===== src/tftst_pkg.sv =====
// Package with the register map, field layouts and state types of the TFT panel timing generator.
package tftst_pkg;

  // -------------------------------------------------------------------------
  // Register map
  // -------------------------------------------------------------------------
  localparam int unsigned TFTST_AW        = 8;
  localparam logic [7:0]  TFTST_OFF_CTRL  = 8'h00;
  localparam logic [7:0]  TFTST_OFF_DIV   = 8'h04;
  localparam logic [7:0]  TFTST_OFF_EDGE  = 8'h08;
  localparam logic [7:0]  TFTST_OFF_HOR   = 8'h0C;
  localparam logic [7:0]  TFTST_OFF_HDLY  = 8'h10;
  localparam logic [7:0]  TFTST_OFF_VER   = 8'h14;
  localparam logic [7:0]  TFTST_OFF_POS   = 8'h18;
  localparam logic [7:0]  TFTST_OFF_SIZE  = 8'h1C;
  localparam logic [7:0]  TFTST_OFF_REFL1 = 8'h20;
  localparam logic [7:0]  TFTST_OFF_REFL2 = 8'h24;
  localparam logic [7:0]  TFTST_OFF_REV   = 8'h28;
  localparam logic [7:0]  TFTST_OFF_STAT  = 8'h2C;

  // -------------------------------------------------------------------------
  // Field positions and widths
  // -------------------------------------------------------------------------
  localparam int unsigned TFTST_CW        = 12;
  localparam int unsigned TFTST_HI_LSB    = 12;
  localparam int unsigned TFTST_B8_LSB    = 8;
  localparam int unsigned TFTST_B16_LSB   = 16;
  localparam int unsigned TFTST_CTL_EN    = 0;
  localparam int unsigned TFTST_CTL_CINV  = 1;
  localparam int unsigned TFTST_CTL_HLOW  = 2;
  localparam int unsigned TFTST_CTL_VLOW  = 3;
  localparam int unsigned TFTST_CTL_DLOW  = 4;
  localparam int unsigned TFTST_CTL_VLINE = 5;
  localparam int unsigned TFTST_CTL_REFL  = 6;
  localparam int unsigned TFTST_STAT_VS   = 24;
  localparam int unsigned TFTST_DW        = 18;

  // -------------------------------------------------------------------------
  // Reset values and phase ceiling
  // -------------------------------------------------------------------------
  localparam logic [7:0]  TFTST_RST_FAST  = 8'h01;
  localparam logic [7:0]  TFTST_RST_PER   = 8'h02;
  localparam logic [7:0]  TFTST_RST_FALL  = 8'h01;
  localparam logic [7:0]  TFTST_RST_RISE  = 8'h00;
  localparam logic [11:0] TFTST_RST_ZERO  = 12'h000;
  localparam logic [9:0]  TFTST_ACC_ZERO  = 10'h000;
  localparam logic [15:0] TFTST_PH_MAX    = 16'hFF00;

  typedef struct packed {
    logic [6:0]  ctrl;
    logic [7:0]  fast_set;
    logic [7:0]  per_set;
    logic [7:0]  div_cnt;
    logic [7:0]  fall_pt;
    logic [7:0]  rise_pt;
    logic [11:0] scr_w;
    logic [11:0] hs_w;
    logic [11:0] hs_dly;
    logic [11:0] scr_h;
    logic [11:0] vs_w;
    logic [11:0] x_start;
    logic [11:0] y_start;
    logic [11:0] act_w;
    logic [11:0] act_h;
    logic [11:0] gate_rise;
    logic [11:0] gate_fall;
    logic [11:0] save_fall;
    logic [11:0] save_rise;
    logic [11:0] rev_dly;
  } tftst_cfg_t;

  typedef struct packed {
    logic                clk_o;
    logic                hs_o;
    logic                vs_o;
    logic                dv_o;
    logic                spl_o;
    logic                cls_o;
    logic                ps_o;
    logic                rev_o;
    logic [TFTST_DW-1:0] data_o;
  } tftst_pins_t;

endpackage : tftst_pkg


===== src/tftst_timing.sv =====
// TFT panel timing generator with fractional interface clock, pixel divider and sync counters.
`timescale 1ns/1ps
module tftst_timing
  import tftst_pkg::*;
(
  input  wire logic                i_clock,
  input  wire logic                i_rst_n,
  input  wire logic [TFTST_AW-1:0] i_addr,
  input  wire logic [31:0]         i_wdata,
  input  wire logic                i_wr,
  input  wire logic                i_rd,
  input  wire logic [TFTST_DW-1:0] i_pixel_data,
  output logic      [31:0]         o_rdata,
  output logic                     o_panel_pixel_clock_out,
  output logic                     o_line_sync_out,
  output logic                     o_frame_sync_out,
  output logic                     o_pixel_valid_out,
  output logic                     o_row_start_pulse,
  output logic                     o_gate_clock_pulse,
  output logic                     o_power_save_pulse,
  output logic                     o_polarity_reverse,
  output logic      [TFTST_DW-1:0] o_pixel_data
);

  typedef struct packed {
    tftst_cfg_t          cfg;
    logic [31:0]         rdata;
    logic [9:0]          iacc;
    logic [7:0]          pdiv;
    logic [15:0]         phase;
    logic [11:0]         hcnt;
    logic [11:0]         vcnt;
    logic                rev;
    tftst_pins_t         pins;
  } tftst_state_t;

  tftst_state_t s_q;
  tftst_state_t s_d;

  // -------------------------------------------------------------------------
  // Combinational helpers
  // -------------------------------------------------------------------------
  logic        en;
  logic        itick;
  logic        ptick;
  logic [9:0]  iacc_sum;
  logic [12:0] hs_end;
  logic [12:0] vs_end;
  logic [12:0] x_end;
  logic [12:0] y_end;
  logic [12:0] h_ext;
  logic [12:0] v_ext;
  logic        line_act;
  logic        frame_act;
  logic        win;
  logic        clk_raw;
  logic        refl;

  assign en       = s_q.cfg.ctrl[TFTST_CTL_EN];
  assign refl     = s_q.cfg.ctrl[TFTST_CTL_REFL];
  assign iacc_sum = s_q.iacc + {2'b00, s_q.cfg.fast_set};
  // Fractional accumulator: whole counts alternate so the mean period is exact.
  assign itick    = en && (iacc_sum >= {2'b00, s_q.cfg.per_set});
  assign ptick    = itick && (s_q.pdiv == s_q.cfg.div_cnt);
  assign h_ext    = {1'b0, s_q.hcnt};
  assign v_ext    = {1'b0, s_q.vcnt};
  assign hs_end   = {1'b0, s_q.cfg.hs_dly} + {1'b0, s_q.cfg.hs_w};
  assign vs_end   = {1'b0, s_q.cfg.hs_dly} + {1'b0, s_q.cfg.vs_w};
  assign x_end    = {1'b0, s_q.cfg.x_start} + {1'b0, s_q.cfg.act_w};
  assign y_end    = {1'b0, s_q.cfg.y_start} + {1'b0, s_q.cfg.act_h};

  // Line sync spans width plus one pixels starting at the sync delay.
  assign line_act = (s_q.hcnt >= s_q.cfg.hs_dly) && (h_ext <= hs_end);

  // Frame sync counted in pixels of the first line, or in whole lines.
  always_comb begin
    if (s_q.cfg.ctrl[TFTST_CTL_VLINE]) begin
      frame_act = (s_q.vcnt <= s_q.cfg.vs_w);
    end else begin
      frame_act = (s_q.vcnt == TFTST_RST_ZERO) && (s_q.hcnt >= s_q.cfg.hs_dly) && (h_ext <= vs_end);
    end
  end

  // Active window: leading blanks are the start positions, trailing blanks the rest.
  assign win = (s_q.hcnt >= s_q.cfg.x_start) && (h_ext <= x_end) &&
               (s_q.vcnt >= s_q.cfg.y_start) && (v_ext <= y_end);

  // Clock falls at the fall point and rises again at the rise point, or at the next pixel start if the rise point is not above the fall point.
  assign clk_raw = !((s_q.phase >= {8'h00, s_q.cfg.fall_pt}) &&
                     ((s_q.cfg.rise_pt <= s_q.cfg.fall_pt) || (s_q.phase < {8'h00, s_q.cfg.rise_pt})));

  // -------------------------------------------------------------------------
  // Next state
  // -------------------------------------------------------------------------
  always_comb begin
    s_d = s_q;

    // Register writes.
    if (i_wr) begin
      case (i_addr)
        TFTST_OFF_CTRL: begin
          s_d.cfg.ctrl = i_wdata[6:0];
        end
        TFTST_OFF_DIV: begin
          s_d.cfg.fast_set = i_wdata[7:0];
          s_d.cfg.per_set  = i_wdata[TFTST_B8_LSB +: 8];
          s_d.cfg.div_cnt  = i_wdata[TFTST_B16_LSB +: 8];
        end
        TFTST_OFF_EDGE: begin
          s_d.cfg.fall_pt = i_wdata[7:0];
          s_d.cfg.rise_pt = i_wdata[TFTST_B8_LSB +: 8];
        end
        TFTST_OFF_HOR: begin
          s_d.cfg.scr_w = i_wdata[TFTST_CW-1:0];
          s_d.cfg.hs_w  = i_wdata[TFTST_HI_LSB +: TFTST_CW];
        end
        TFTST_OFF_HDLY: begin
          s_d.cfg.hs_dly = i_wdata[TFTST_CW-1:0];
        end
        TFTST_OFF_VER: begin
          s_d.cfg.scr_h = i_wdata[TFTST_CW-1:0];
          s_d.cfg.vs_w  = i_wdata[TFTST_HI_LSB +: TFTST_CW];
        end
        TFTST_OFF_POS: begin
          s_d.cfg.x_start = i_wdata[TFTST_CW-1:0];
          s_d.cfg.y_start = i_wdata[TFTST_HI_LSB +: TFTST_CW];
        end
        TFTST_OFF_SIZE: begin
          s_d.cfg.act_w = i_wdata[TFTST_CW-1:0];
          s_d.cfg.act_h = i_wdata[TFTST_HI_LSB +: TFTST_CW];
        end
        TFTST_OFF_REFL1: begin
          s_d.cfg.gate_rise = i_wdata[TFTST_CW-1:0];
          s_d.cfg.gate_fall = i_wdata[TFTST_HI_LSB +: TFTST_CW];
        end
        TFTST_OFF_REFL2: begin
          s_d.cfg.save_fall = i_wdata[TFTST_CW-1:0];
          s_d.cfg.save_rise = i_wdata[TFTST_HI_LSB +: TFTST_CW];
        end
        TFTST_OFF_REV: begin
          s_d.cfg.rev_dly = i_wdata[TFTST_CW-1:0];
        end
        default: begin
        end
      endcase
    end

    // Register reads answer in the following cycle; unmapped words read zero.
    s_d.rdata = 32'h0000_0000;
    if (i_rd) begin
      case (i_addr)
        TFTST_OFF_CTRL:  s_d.rdata = {25'h000_0000, s_q.cfg.ctrl};
        TFTST_OFF_DIV:   s_d.rdata = {8'h00, s_q.cfg.div_cnt, s_q.cfg.per_set, s_q.cfg.fast_set};
        TFTST_OFF_EDGE:  s_d.rdata = {16'h0000, s_q.cfg.rise_pt, s_q.cfg.fall_pt};
        TFTST_OFF_HOR:   s_d.rdata = {8'h00, s_q.cfg.hs_w, s_q.cfg.scr_w};
        TFTST_OFF_HDLY:  s_d.rdata = {20'h0_0000, s_q.cfg.hs_dly};
        TFTST_OFF_VER:   s_d.rdata = {8'h00, s_q.cfg.vs_w, s_q.cfg.scr_h};
        TFTST_OFF_POS:   s_d.rdata = {8'h00, s_q.cfg.y_start, s_q.cfg.x_start};
        TFTST_OFF_SIZE:  s_d.rdata = {8'h00, s_q.cfg.act_h, s_q.cfg.act_w};
        TFTST_OFF_REFL1: s_d.rdata = {8'h00, s_q.cfg.gate_fall, s_q.cfg.gate_rise};
        TFTST_OFF_REFL2: s_d.rdata = {8'h00, s_q.cfg.save_rise, s_q.cfg.save_fall};
        TFTST_OFF_REV:   s_d.rdata = {20'h0_0000, s_q.cfg.rev_dly};
        TFTST_OFF_STAT:  s_d.rdata = {7'h00, frame_act, s_q.vcnt, s_q.hcnt};
        default:         s_d.rdata = 32'h0000_0000;
      endcase
    end

    // Interface clock accumulator and pixel divider.
    if (!en) begin
      s_d.iacc  = TFTST_ACC_ZERO;
      s_d.pdiv  = 8'h00;
      s_d.phase = 16'h0000;
      s_d.hcnt  = TFTST_RST_ZERO;
      s_d.vcnt  = TFTST_RST_ZERO;
      s_d.rev   = 1'b0;
    end else begin
      s_d.iacc = itick ? (iacc_sum - {2'b00, s_q.cfg.per_set}) : iacc_sum;
      if (itick) begin
        s_d.pdiv = ptick ? 8'h00 : (s_q.pdiv + 8'h01);
      end
      if (ptick) begin
        s_d.phase = 16'h0000;
      end else if (s_q.phase < TFTST_PH_MAX) begin
        s_d.phase = s_q.phase + {8'h00, s_q.cfg.fast_set};
      end
      if (ptick) begin
        if (s_q.hcnt >= s_q.cfg.scr_w) begin
          s_d.hcnt = TFTST_RST_ZERO;
          s_d.vcnt = (s_q.vcnt >= s_q.cfg.scr_h) ? TFTST_RST_ZERO : (s_q.vcnt + 12'h001);
        end else begin
          s_d.hcnt = s_q.hcnt + 12'h001;
        end
        if (refl && (s_q.hcnt == s_q.cfg.rev_dly)) begin
          s_d.rev = !s_q.rev;
        end
      end
    end

    // Registered panel pins, with polarity applied to line sync, frame sync and data valid, and to the clock while enabled; a disabled clock is held low.
    s_d.pins.clk_o  = en ? (clk_raw ^ s_q.cfg.ctrl[TFTST_CTL_CINV]) : 1'b0;
    s_d.pins.hs_o   = (en && line_act) ^ s_q.cfg.ctrl[TFTST_CTL_HLOW];
    s_d.pins.vs_o   = (en && frame_act) ^ s_q.cfg.ctrl[TFTST_CTL_VLOW];
    s_d.pins.dv_o   = (en && win) ^ s_q.cfg.ctrl[TFTST_CTL_DLOW];
    s_d.pins.data_o = (en && win) ? i_pixel_data : s_q.pins.data_o;
    s_d.pins.spl_o  = en && refl && ((h_ext + 13'h0001) == {1'b0, s_q.cfg.x_start});
    if (!(en && refl)) begin
      s_d.pins.cls_o = 1'b0;
      s_d.pins.ps_o  = 1'b1;
    end else begin
      if (s_q.hcnt == s_q.cfg.gate_rise) begin
        s_d.pins.cls_o = 1'b1;
      end else if (s_q.hcnt == s_q.cfg.gate_fall) begin
        s_d.pins.cls_o = 1'b0;
      end
      if (s_q.hcnt == s_q.cfg.save_fall) begin
        s_d.pins.ps_o = 1'b0;
      end else if (s_q.hcnt == s_q.cfg.save_rise) begin
        s_d.pins.ps_o = 1'b1;
      end
    end
    s_d.pins.rev_o = s_q.rev;
  end

  // -------------------------------------------------------------------------
  // State register
  // -------------------------------------------------------------------------
  always_ff @(posedge i_clock or negedge i_rst_n) begin
    if (!i_rst_n) begin
      s_q               <= '0;
      s_q.cfg.fast_set  <= TFTST_RST_FAST;
      s_q.cfg.per_set   <= TFTST_RST_PER;
      s_q.cfg.fall_pt   <= TFTST_RST_FALL;
      s_q.cfg.rise_pt   <= TFTST_RST_RISE;
      s_q.pins.ps_o     <= 1'b1;
    end else begin
      s_q <= s_d;
    end
  end

  assign o_rdata                 = s_q.rdata;
  assign o_panel_pixel_clock_out = s_q.pins.clk_o;
  assign o_line_sync_out         = s_q.pins.hs_o;
  assign o_frame_sync_out        = s_q.pins.vs_o;
  assign o_pixel_valid_out       = s_q.pins.dv_o;
  assign o_row_start_pulse       = s_q.pins.spl_o;
  assign o_gate_clock_pulse      = s_q.pins.cls_o;
  assign o_power_save_pulse      = s_q.pins.ps_o;
  assign o_polarity_reverse      = s_q.pins.rev_o;
  assign o_pixel_data            = s_q.pins.data_o;
endmodule : tftst_timing


===== config.mk =====
export PLATFORM = sky130hd
export DESIGN_NAME = tftst_timing
export DESIGN_NICKNAME = d
export VERILOG_FILES = /design/src/tftst_pkg.sv /design/src/tftst_timing.sv
export SDC_FILE = /design/constraint.sdc
export NUM_CORES = 1
export LEC_CHECK = 0
export CAP_MARGIN = 20
export CORE_MARGIN = 1
export CORE_UTILIZATION = 45
export CTS_CLUSTER_SIZE = 25
export DETAILED_ROUTE_END_ITERATION = 6
export DONT_BUFFER_PORTS = 1
export PLACE_DENSITY_LB_ADDON = 0.3
export REMOVE_ABC_BUFFERS = 1
export SLEW_MARGIN = 20
export SYNTH_ARGS = -nofsm -noshare
export SYNTH_HDL_FRONTEND = slang
export SYNTH_SLANG_ARGS = --single-unit

===== constraint.sdc =====
create_clock -name i_clock -period 6.38 [get_ports i_clock]
set_input_delay 0.638 -clock i_clock [delete_from_list [all_inputs] [get_ports i_clock]]
set_output_delay 0.638 -clock i_clock [all_outputs]
set_load 0.02 [all_outputs]

======== After elaboration in Yosys (flattened, before gate mapping) ========
Index checks and enable logic that the tools add are counted.
operators by class
  add/sub/neg operators ................... 11
  order comparisons ....................... 15
  equal/unequal tests ..................... 25
  muxes and demuxes ....................... 20
  bitwise logic cells ..................... 4
  reduce and logical (&&, ||, !) cells .... 33
operators by type and width
  kind                                                  number
  one-hot mux 25 bit (12 select lines)                  1
  equality test 12 bit                                  5
  greater-or-equal comparator 12 bit                    5
  two-way mux 59 bit                                    1
  adder 12 x 12 -> 13 bit                               4
  less-or-equal comparator 12 x 13 -> 1 bit             4
  two-way mux 25 bit                                    2
  two-way mux 12 bit                                    3
  equality test 8 x 5 -> 1 bit (second input constant)  4
  equality test 8 x 6 -> 1 bit (second input constant)  4
  two-way mux 16 bit                                    2
  AND reduction 2 bit                                   13
  adder 12 x 1 -> 12 bit (second input constant)        2
  adder 16 x 8 -> 16 bit                                1
  equality test 8 x 4 -> 1 bit (second input constant)  2
  greater-or-equal comparator 16 x 8 -> 1 bit           1
  < comparator 16 bit (second input constant)           1
  < comparator 16 x 8 -> 1 bit                          1
  two-way mux 8 bit                                     2
  logical AND 1 bit                                     15
  adder 12 x 1 -> 13 bit (second input constant)        1
  equality test 13 x 12 -> 1 bit                        1
  less-or-equal comparator 12 bit                       1
  zero test 12 bit                                      1
  other kinds (16)                                      31
storage, ports and cells
  register bits ........................... 332
  input bits .............................. 62
  output and inout port bits .............. 58
  logic and storage cells ................. 144

======== Logic depth before layout (Yosys ltp) ========
Gate-level depths: netlist (run 1).
  word-level depth ........................ 7
  mapped depth ............................ 19
  mapped depth without buffers ............ 18

======== Worst setup path after synthesis (run 1) ========
No wires, ideal clock.
  path type ............................... flip-flop to flip-flop
  start point ............................. register s_q[178] (netlist name)
  end point ............................... register s_q, in the netlist o_pixel_data[10]
  library setup time ...................... 125 ps
  data arrival time ....................... 4036 ps
  data required time ...................... 6255 ps
  slack ................................... 2219 ps
  cell stages (with the launch flop) ...... 18
  period minus slack after synthesis ...... 4161 ps
  cells stage by stage .................... dfrtp_1 -> ha_1 -> a21o_1 -> a21oi_1 -> nor2b_1 -> o221a_2 -> o41ai_2 -> mux2i_1 -> a2111oi_0 -> ha_1 -> nand3_1 -> nor4_1 -> nor3_1 -> o221ai_1 -> a21oi_1 -> nor4_4 -> buf_8 -> mux2_4
on the way
  cells in the longest elaborated chain, start to end .. 4
RTL lines
  what                                       line                 RTL
  from (decl)                                tftst_timing.sv:37   tftst_state_t s_q;
  adder 12 x 12 -> 13 bit                    tftst_timing.sv:70   assign y_end = {1'b0, s_q.cfg.y_start} + {1'b0, s_q.cfg.act_h};
  less-or-equal comparator 12 x 13 -> 1 bit  tftst_timing.sv:86   (s_q.vcnt >= s_q.cfg.y_start) && (v_ext <= y_end);
  logical AND 1 bit                          tftst_timing.sv:86
  logical AND 1 bit                          tftst_timing.sv:204  s_d.pins.data_o = (en && win) ? i_pixel_data : s_q.pins.data_o;
No other way between the ends.
A chain may end at the register's enable or synchronous reset.

======== Final worst setup path (run 1) ========
  start point ............................. register s_q[178] (netlist name)
  end point ............................... register s_q, in the netlist o_pixel_data[7]
The elaborated chain is that of the path after synthesis.

==> results of run 1 <==
registers in the layout (all words and copies together), names as in the netlist:
register                 flops
refl                         1
o_frame_sync_out             1
o_pixel_valid_out            1
o_gate_clock_pulse           1
o_row_start_pulse            1
s_q                        259
o_power_save_pulse           1
o_rdata                     25
o_panel_pixel_clock_out      1
en                           1
o_line_sync_out              1
h_ext                       12
s_d                          1
o_polarity_reverse           1
o_pixel_data                18
power breakdown:
part	switching, mW	total, mW	internal (mW)
sequential	0.197	2.38	2.18
clock	0.936	2.66	1.73
combinational	0.550	0.950	0.399
total	1.68	5.99	4.31
layout by cell type, fill, tap and decap left out, types with 14 or more instances in the layout:
cell type                   instances
sky130_fd_sc_hd__dfrtp_1          320
sky130_fd_sc_hd__mux2_2           225
sky130_fd_sc_hd__ha_1             219
sky130_fd_sc_hd__inv_1            130
sky130_fd_sc_hd__nand2_1          118
sky130_fd_sc_hd__a21oi_1          106
sky130_fd_sc_hd__xnor2_1           78
sky130_fd_sc_hd__nor2_1            76
sky130_fd_sc_hd__o21ai_0           70
sky130_fd_sc_hd__xor2_1            67
sky130_fd_sc_hd__nand3_1           58
sky130_fd_sc_hd__nor3_1            49
sky130_fd_sc_hd__a22oi_1           49
sky130_fd_sc_hd__buf_4             42
sky130_fd_sc_hd__clkbuf_16         39
sky130_fd_sc_hd__nand4_1           33
sky130_fd_sc_hd__a221oi_1          30
sky130_fd_sc_hd__a31oi_1           29
sky130_fd_sc_hd__a21o_1            28
sky130_fd_sc_hd__o211ai_1          26
sky130_fd_sc_hd__and3_1            22
sky130_fd_sc_hd__nor2b_1           19
sky130_fd_sc_hd__o21a_1            19
sky130_fd_sc_hd__nand2b_1          19
sky130_fd_sc_hd__o22ai_1           19
sky130_fd_sc_hd__mux2i_1           18
sky130_fd_sc_hd__a22o_1            16
sky130_fd_sc_hd__nor4_1            15
sky130_fd_sc_hd__bufinv_16         14
per-layer routing:
layer | vias to the layer above | wire length, um | part of all wire [%] | track usage (%)
met3 | 262 | 6690 | 9.1 | 5.90
met4 | 0 | 4380 | 6.0 | 16.1
met1 | 8911 | 29700 | 41 | 37.8
li1 | 7978 | - | - | -
met5 | - | 0 | 0 | 0
met2 | 919 | 32500 | 44 | 44.5
area by class of cell:
cell class | count | area share (%)
sequential | 325 | 33.5
clock buffer | 44 | 4.26
multi-input combinational | 1607 | 53.5
clock inverter | 24 | 1.99
tap | 664 | 3.42
antenna | 1 | 0.0103
inverter | 130 | 2.01
timing repair buffer | 42 | 1.30
cells by family after synthesis:
family / count (synthesis) / share of synthesized area [%]
other: 1 / 0.0168
DFF: 325 / 36.4
muxes: 252 / 12.8
AOI/OAI and AO/OA: 505 / 15.7
adders and majority gates: 227 / 12.9
xor gates and xnor gates: 145 / 5.69
and+or+nand+nor: 471 / 10.8
buffers and inverters: 276 / 5.63
path summary, 6_finish.rpt:
| kind | endpoint | depth (start not counted) | start | slack (ns) |
|---|---|---|---|---|
| max in group asynchronous | s_q[55] | 0 | i_rst_n | 5.47 |
| min in group i_clock | s_q[306] | 1 | i_wdata[21] | 0.22 |
| hold reg to reg | o_polarity_reverse | 0 | s_d[18] | 0.40 |
| setup / recovery | o_pixel_data[7] | 17 | s_q[178] | 1.71 |
| setup reg to reg | o_pixel_data[7] | 17 | s_q[178] | 1.71 |
| hold / removal | s_q[59] | 0 | i_rst_n | -0.22 |
per-stage QoR:
step / std cells / instance area, sq um
6_report: 2837 / 24300
5_1_grt: 2837 / 24300
4_1_cts: 2836 / 24300
3_5_place_dp: 2768 / 22800
3_3_place_gp: 2768 / 22800
2_1_floorplan: 2062 / 21600
critical path, stage by stage, from the launching register on:
cell,delay (ns)
sky130_fd_sc_hd__dfrtp_1,0.44
sky130_fd_sc_hd__ha_1,0.31
sky130_fd_sc_hd__a21o_1,0.17
sky130_fd_sc_hd__a21oi_1,0.23
sky130_fd_sc_hd__nor2b_1,0.10
sky130_fd_sc_hd__o221a_2,0.32
sky130_fd_sc_hd__o41ai_2,0.37
sky130_fd_sc_hd__mux2i_1,0.13
sky130_fd_sc_hd__a2111oi_0,0.42
sky130_fd_sc_hd__ha_1,0.22
sky130_fd_sc_hd__nand3_1,0.12
sky130_fd_sc_hd__nor4_1,0.34
sky130_fd_sc_hd__nor3_1,0.09
sky130_fd_sc_hd__o221ai_1,0.08
sky130_fd_sc_hd__a21oi_1,0.15
sky130_fd_sc_hd__nor4_4,0.30
sky130_fd_sc_hd__buf_4,0.36
sky130_fd_sc_hd__mux2_2,0.38
==> impl_summary.txt, run 1 <==
----------------------------------------------------
[Finish]
  Total Nets Final ... roughly 2400
  Seq. cell area ... roughly 8100 sq um
  Layout cell share with drive strength beyond 1 ... 17.7%
  Area overhead of the layout relative to synthesis ... 8.76%
  Combined area of the multi-input logic cells ... 13000 sq um
  Final cell utilization of the core ... 49.6%
  Final-layout fill cell count ... 4388

[Timing]
  Measured slew at the worst slew-check pin ... 1.41 ns
  Setup violators final ... 0
  Setup tns final ... 0 ns
  Tcrit/Tclk final ... between 70% and 80%
  PnR worst setup slack ... ~1.7 ns
  Highest Clock Rate ... 214 MHz
  Fin. Hold Viols ... ~160
  Max-slew headroom ... 5.85%
  Hold slack final ... -0.223 ns
  Time the final worst path needs with I/O delays and setup ... 4.67 ns
  Clock Skew ... around 0.015 ns
  Setup repair after global routing missed its margin ... no
  Number of max-slew violations in the final report ... 0

[GRT]
  Via count of the first global-routing pass ... 17800
  Overall overflow remaining after global route ... 0
  Number of antenna violations at the first check in global routing ... 2
  Global-route wire length before repair ... 110000 um
  Maximum number of pins on one net before global-route repair ... between 300 and 400
  Global-route usage over all layers ... 28.9%

[Routing]
  Routed wire length ... about 73000 um
  Number of iterations in the first detailed-routing pass ... 6
  DRC marker count from the first detailed-route iteration ... about 1900
  Drt via density ... 6.37
  Number of antenna-violating nets in the routed design ... 0
  Routed length per placed instance ... roughly 26 um
  Total via count after detailed routing ... about 18000
  Detailed-route DRC error count ... 0

[Logic synthesis]
  Top post-synthesis cells by area ... sky130_fd_sc_hd__dfrtp_1 (36%), sky130_fd_sc_hd__ha_1 (12%), sky130_fd_sc_hd__mux2_2 (11%)
  Post-Synthesis Cells ... 2202
  Total of flip-flops plus latches after synthesis ... 325
  Top FF cell, synth ... sky130_fd_sc_hd__dfrtp_1
  Async set-or-reset flop fraction in the synthesized netlist ... 100%
  Yosys warnings ... 0
  Most frequent cells after synthesis ... sky130_fd_sc_hd__dfrtp_1 (321), sky130_fd_sc_hd__mux2_2 (225), sky130_fd_sc_hd__ha_1 (219), sky130_fd_sc_hd__inv_1 (130), sky130_fd_sc_hd__nand2_1 (120)
  Number of flops mapped to enable cells by yosys ... 0
  Mean instance size in the synthesized netlist ... between 10 and 15 sq um
  Combined area of all synthesized cells ... roughly 22000 sq um
  Count of distinct cell types in the synthesized netlist ... 88
  Top cell type's share of synthesized area ... ~36%
  Post-synthesis sequential area ratio ... 36.4%
  Leading cell type by number of instances after synthesis ... sky130_fd_sc_hd__dfrtp_1
  Dominant cell type by area after synthesis ... sky130_fd_sc_hd__dfrtp_1

[Outcome]
  Failing checks ... negative hold slack
  Outcome ... finished with violations

[Clocking]
  TritonCTS clock tree ... yes
  Total clock buffers created by CTS ... 37
  Setup repair bufs after CTS ... 0
  TritonCTS Sinks ... 325
  Maximum buffer depth of the clock tree ... 3
  Clock latency reported for the late side of the worst-skew pair ... 0.56 ns
  Clock-pin slew on the worst setup and hold paths ... 0.06 ns
  Root Driver ... sky130_fd_sc_hd__clkbuf_16
  H-tree depth ... 2
  # resized after CTS ... 0

[Worst hold path]
  Path category of the worst min-delay check ... input port to async pin

[Setup path]
  Arrival @ worst endpoint ... 5.10 ns
  Crit. End Element ... register
  Critical path launch point type ... register
  Critical path data required time ... 6.81 ns
  Critical path type ... register to register
  Highest net fanout along the worst path ... 19

[Pwr]
  Power per standard cell area ... around 250 nW/um^2
  Worst supply voltage drop on vdd ... 213 uV
  Total chip power ... 5.99 mW
  Cell leakage power ... 11.3 nW

[Placed design]
  Routability Congestion ... 0.959
  Place WS ... 1.71 ns
  Detail Placement HPWL ... around 51000 um
  PortBufs ... 0

[Run]
  Max-cap viol count ... 0

[Floorplanning]
  Area of the die ... 50500 sq um
  Vert. Die Dim ... 225 um
  I/O Pins ... 120
  Number of core rows ... 81
  Width of the chip ... about 220 um
  Core outline area ... roughly 50000 sq um
  Initial Util ... 45.6%

----------------------------------------------------
No activity file was read; power rests on OpenSTA's default activity.
==> run 2, diff against run 1 <==
Settings changed: ABC_AREA from default to 1.
Clock period 6.38 ns to 4.1 ns, I/O delays scaled along.
==> impl_summary.txt, run 2 <==
----------------------------------------------------
[Outcome]
  Outcome ... finished with violations
  Failing checks ... negative hold slack

[Setup path]
  Arrival @ worst endpoint ... 4.29 ns
  Critical path type ... register to register
  Critical path data required time ... 4.60 ns
  Highest net fanout along the worst path ... 25
  Ordered cell list for the critical path ... ha_2, inv_1, fa_1, nand3b_1, nand2_1, nand3_1, nand3_1, xor2_2, ha_1, nand2_1, nor3_1, nand2_1, o211ai_2, nor3_4, nand2_4, nand2_8, nand2_4, buf_8, buf_4, nor2_1
  Slowest stage cell, crit path ... sky130_fd_sc_hd__dfstp_2
  Crit. End Element ... register
  Most used cell along the critical path ... sky130_fd_sc_hd__nand2_1
  Critical path launch point type ... register
  Critical Path Max Stage Delay ... a little under 0.6 ns

[Logic synthesis]
  Post-Synthesis Cells ... between 2000 and 3000
  Number of flops mapped to enable cells by yosys ... 0
  Top cell type's share of synthesized area ... a little under two fifths
  Synth Area in Compound Gates ... 15.9%
  Combinational family with the most area after synthesis ... simple AND/OR/NAND/NOR gates
  Post-synthesis sequential area ratio ... a little under two fifths
  Most frequent cells after synthesis ... sky130_fd_sc_hd__nand2_1 (642), sky130_fd_sc_hd__dfrtp_1 (321), sky130_fd_sc_hd__o21ai_0 (297), sky130_fd_sc_hd__inv_1 (283), sky130_fd_sc_hd__ha_1 (219)
  Synth Area in Simple Gates ... 19.2%
  Yosys warnings ... 0
  Multiplexer area fraction after synthesis ... 0%
  Mean instance size in the synthesized netlist ... approximately 8 sq um
  Leading cell type by number of instances after synthesis ... sky130_fd_sc_hd__nand2_1
  Count of distinct cell types in the synthesized netlist ... 57
  Top post-synthesis cells by area ... sky130_fd_sc_hd__dfrtp_1 (37%), sky130_fd_sc_hd__ha_1 (13%), sky130_fd_sc_hd__nand2_1 (11%)
  Combined area of all synthesized cells ... 21900 sq um
  Total of flip-flops plus latches after synthesis ... 325
  Dominant cell type by area after synthesis ... sky130_fd_sc_hd__dfrtp_1
  Share of synthesized cell area in full adder, half adder and majority cells ... 13.2%
  Top FF cell, synth ... sky130_fd_sc_hd__dfrtp_1
  Async set-or-reset flop fraction in the synthesized netlist ... 100%
  Xor and xnor fraction of the mapped netlist area ... 5.80%

[Timing]
  Setup violators final ... 0
  Measured slew at the worst slew-check pin ... 1.05 ns
  Tcrit/Tclk final ... 92.6%
  Setup repair after global routing missed its margin ... no
  Time the final worst path needs with I/O delays and setup ... 3.80 ns
  Hold slack final ... -0.474 ns
  Clock Skew ... around 0.019 ns
  Max-slew headroom ... 30.0%
  Fin. Hold Viols ... roughly 320
  Number of max-slew violations in the final report ... 0
  Setup tns final ... 0 ns
  Highest Clock Rate ... 263 MHz

[Pwr]
  Worst supply voltage drop on vdd ... 241 uV
  Cell leakage power ... 11.4 nW
  Power per standard cell area ... around 370 nW/um^2
  Total chip power ... 8.83 mW

[Clocking]
  H-tree depth ... 2
  Root Driver ... sky130_fd_sc_hd__clkbuf_16
  Clock latency reported for the late side of the worst-skew pair ... between 0.5 and 0.6 ns
  Clock-pin slew on the worst setup and hold paths ... approximately 0.060 ns
  Total clock buffers created by CTS ... 40
  TritonCTS clock tree ... yes
  Total of hold buffers inserted after clock tree synthesis ... 17
  Maximum buffer depth of the clock tree ... 3
  TritonCTS Sinks ... 325

[Floorplanning]
  Width of the chip ... 223 um
  Core outline area ... 47800 sq um
  Area of the die ... 49500 sq um
  Initial Util ... 45.7%
  I/O Pins ... 120
  Vert. Die Dim ... 223 um
  Number of core rows ... 80

[Routing]
  Detailed-route DRC error count ... 0
  DRC marker count from the first detailed-route iteration ... between 2000 and 2500
  Number of iterations in the first detailed-routing pass ... 6
  Drt via density ... a little under 6
  Total via count after detailed routing ... 19600
  Routed length per placed instance ... about 22 um
  Routed wire length ... 73100 um
  Number of antenna-violating nets in the routed design ... 0

[GRT]
  Via count of the first global-routing pass ... ~19000
  Number of antenna violations at the first check in global routing ... 2
  Global-route wire length before repair ... 111000 um
  Maximum number of pins on one net before global-route repair ... 326
  Global-route usage over all layers ... 29.5%
  Overall overflow remaining after global route ... 0

[Placed design]
  Routability Congestion ... 0.997
  PortBufs ... 0
  Detail Placement HPWL ... 53500 um

[Run]
  Max-cap viol count ... 0

[Finish]
  Most used cells in the layout excluding fill and tap cells ... sky130_fd_sc_hd__nand2_1 (641), sky130_fd_sc_hd__dfrtp_1 (321), sky130_fd_sc_hd__o21ai_0 (297)
  Number of flip-flops under the largest register name ... around 260
  Seq. cell area ... approximately 8000 sq um
  Total Nets Final ... 2977
  Most common cell after layout, fill and taps aside ... sky130_fd_sc_hd__nand2_1
  Combined area of the multi-input logic cells ... between 10000 and 15000 sq um
  Inserted Diodes ... 0
  Area overhead of the layout relative to synthesis ... 8.43%
  Layout cell share with drive strength beyond 1 ... under 10%
  Top reg by flops ... s_q
  Final cell utilization of the core ... 49.6%
  Final-layout fill cell count ... 4589

[Worst hold path]
  Path category of the worst min-delay check ... input port to async pin

----------------------------------------------------
[run 2: cell types whose count changed after synthesis, moves of 35 or more]
cell                      previous run  this run
sky130_fd_sc_hd__nand3_1            58       112
sky130_fd_sc_hd__o21ai_0            70       297
sky130_fd_sc_hd__xnor2_1            78        42
sky130_fd_sc_hd__inv_1             130       283
sky130_fd_sc_hd__nor2_1             80       120
sky130_fd_sc_hd__nand2_1           120       642
sky130_fd_sc_hd__a22oi_1            49         0
sky130_fd_sc_hd__a21oi_1           106       141
sky130_fd_sc_hd__mux2_2            225         0
[run 2: layout make-up]
cell class,instances,area share [%]
multi-input cells,1979,50.0
inverters,289,4.57
clock buffers,53,4.81
flip-flops and latches,325,34.3
well taps,615,3.24
repair buffers,54,1.95
clock inverters,18,1.10
[run 2: stage by stage]
stage	instance area [sq um]	worst slack (ns)	cells
after global placement	22100	0.242	3244
final	23700	0.302	3333
after global routing	23700	0.00909	3333
after floorplan	21100	0.558	2593
after detailed placement	22100	0.130	3244
after CTS	23700	0.146	3332
[run 2: worst max-delay path, delay by kind of cell, from the launching register on]
family,cells,cell delay [ns]
AND/OR/NAND/NOR,12,1.45
adder cells (fa/ha/maj),3,0.90
flip-flops,1,0.58
buffers and inverters,3,0.49
XOR/XNOR,1,0.18
AO/OA/AOI/OAI,1,0.11
[run 2: final timing paths]
| kind | startpoint | depth (start not counted) | slack, ns | end |
|---|---|---|---|---|
| min reg2reg | s_d[18] | 0 | 0.40 | o_polarity_reverse |
| min in group i_clock | i_pixel_data[4] | 2 | 0.02 | o_pixel_data[4] |
| max reg2reg | s_q[317] | 20 | 0.30 | s_q[66] |
| max in group asynchronous | i_rst_n | 0 | 3.86 | o_rdata[12] |
| max | s_q[317] | 20 | 0.30 | s_q[66] |
| min | i_rst_n | 0 | -0.47 | s_q[193] |
[run 2: cells by family after synthesis]
| kind of cell | count (synthesis) |
|---|---|
| xor gates and xnor gates | 142 |
| AOI/OAI and AO/OA | 606 |
| buffers and inverters | 438 |
| other | 1 |
| adders and majority gates | 226 |
| and+or+nand+nor | 998 |
| DFF | 325 |
[run 2: timing repair]
action | in CTS | in global routing
buffers inserted | 0 | 0
setup endpoints to repair | 0 | 40
gates resized for setup | 0 | 6
hold endpoints to repair | 349 | 325
[run 2: power breakdown]
part	internal [mW]	total, mW	leakage (nW)	switching [mW]
Sequential	3.40	3.71	4.43	0.307
Combinational	0.455	1.30	6.32	0.847
Clock	2.34	3.82	0.676	1.48
[run 2: routing by layer]
layer	global-route usage (%)	vias to the layer above	share of wire, %
met5	0	-	0.027
met3	5.90	228	9.0
met2	45.9	944	44
met4	17.4	2	6.5
met1	38.0	9363	41
li1	-	9082	-
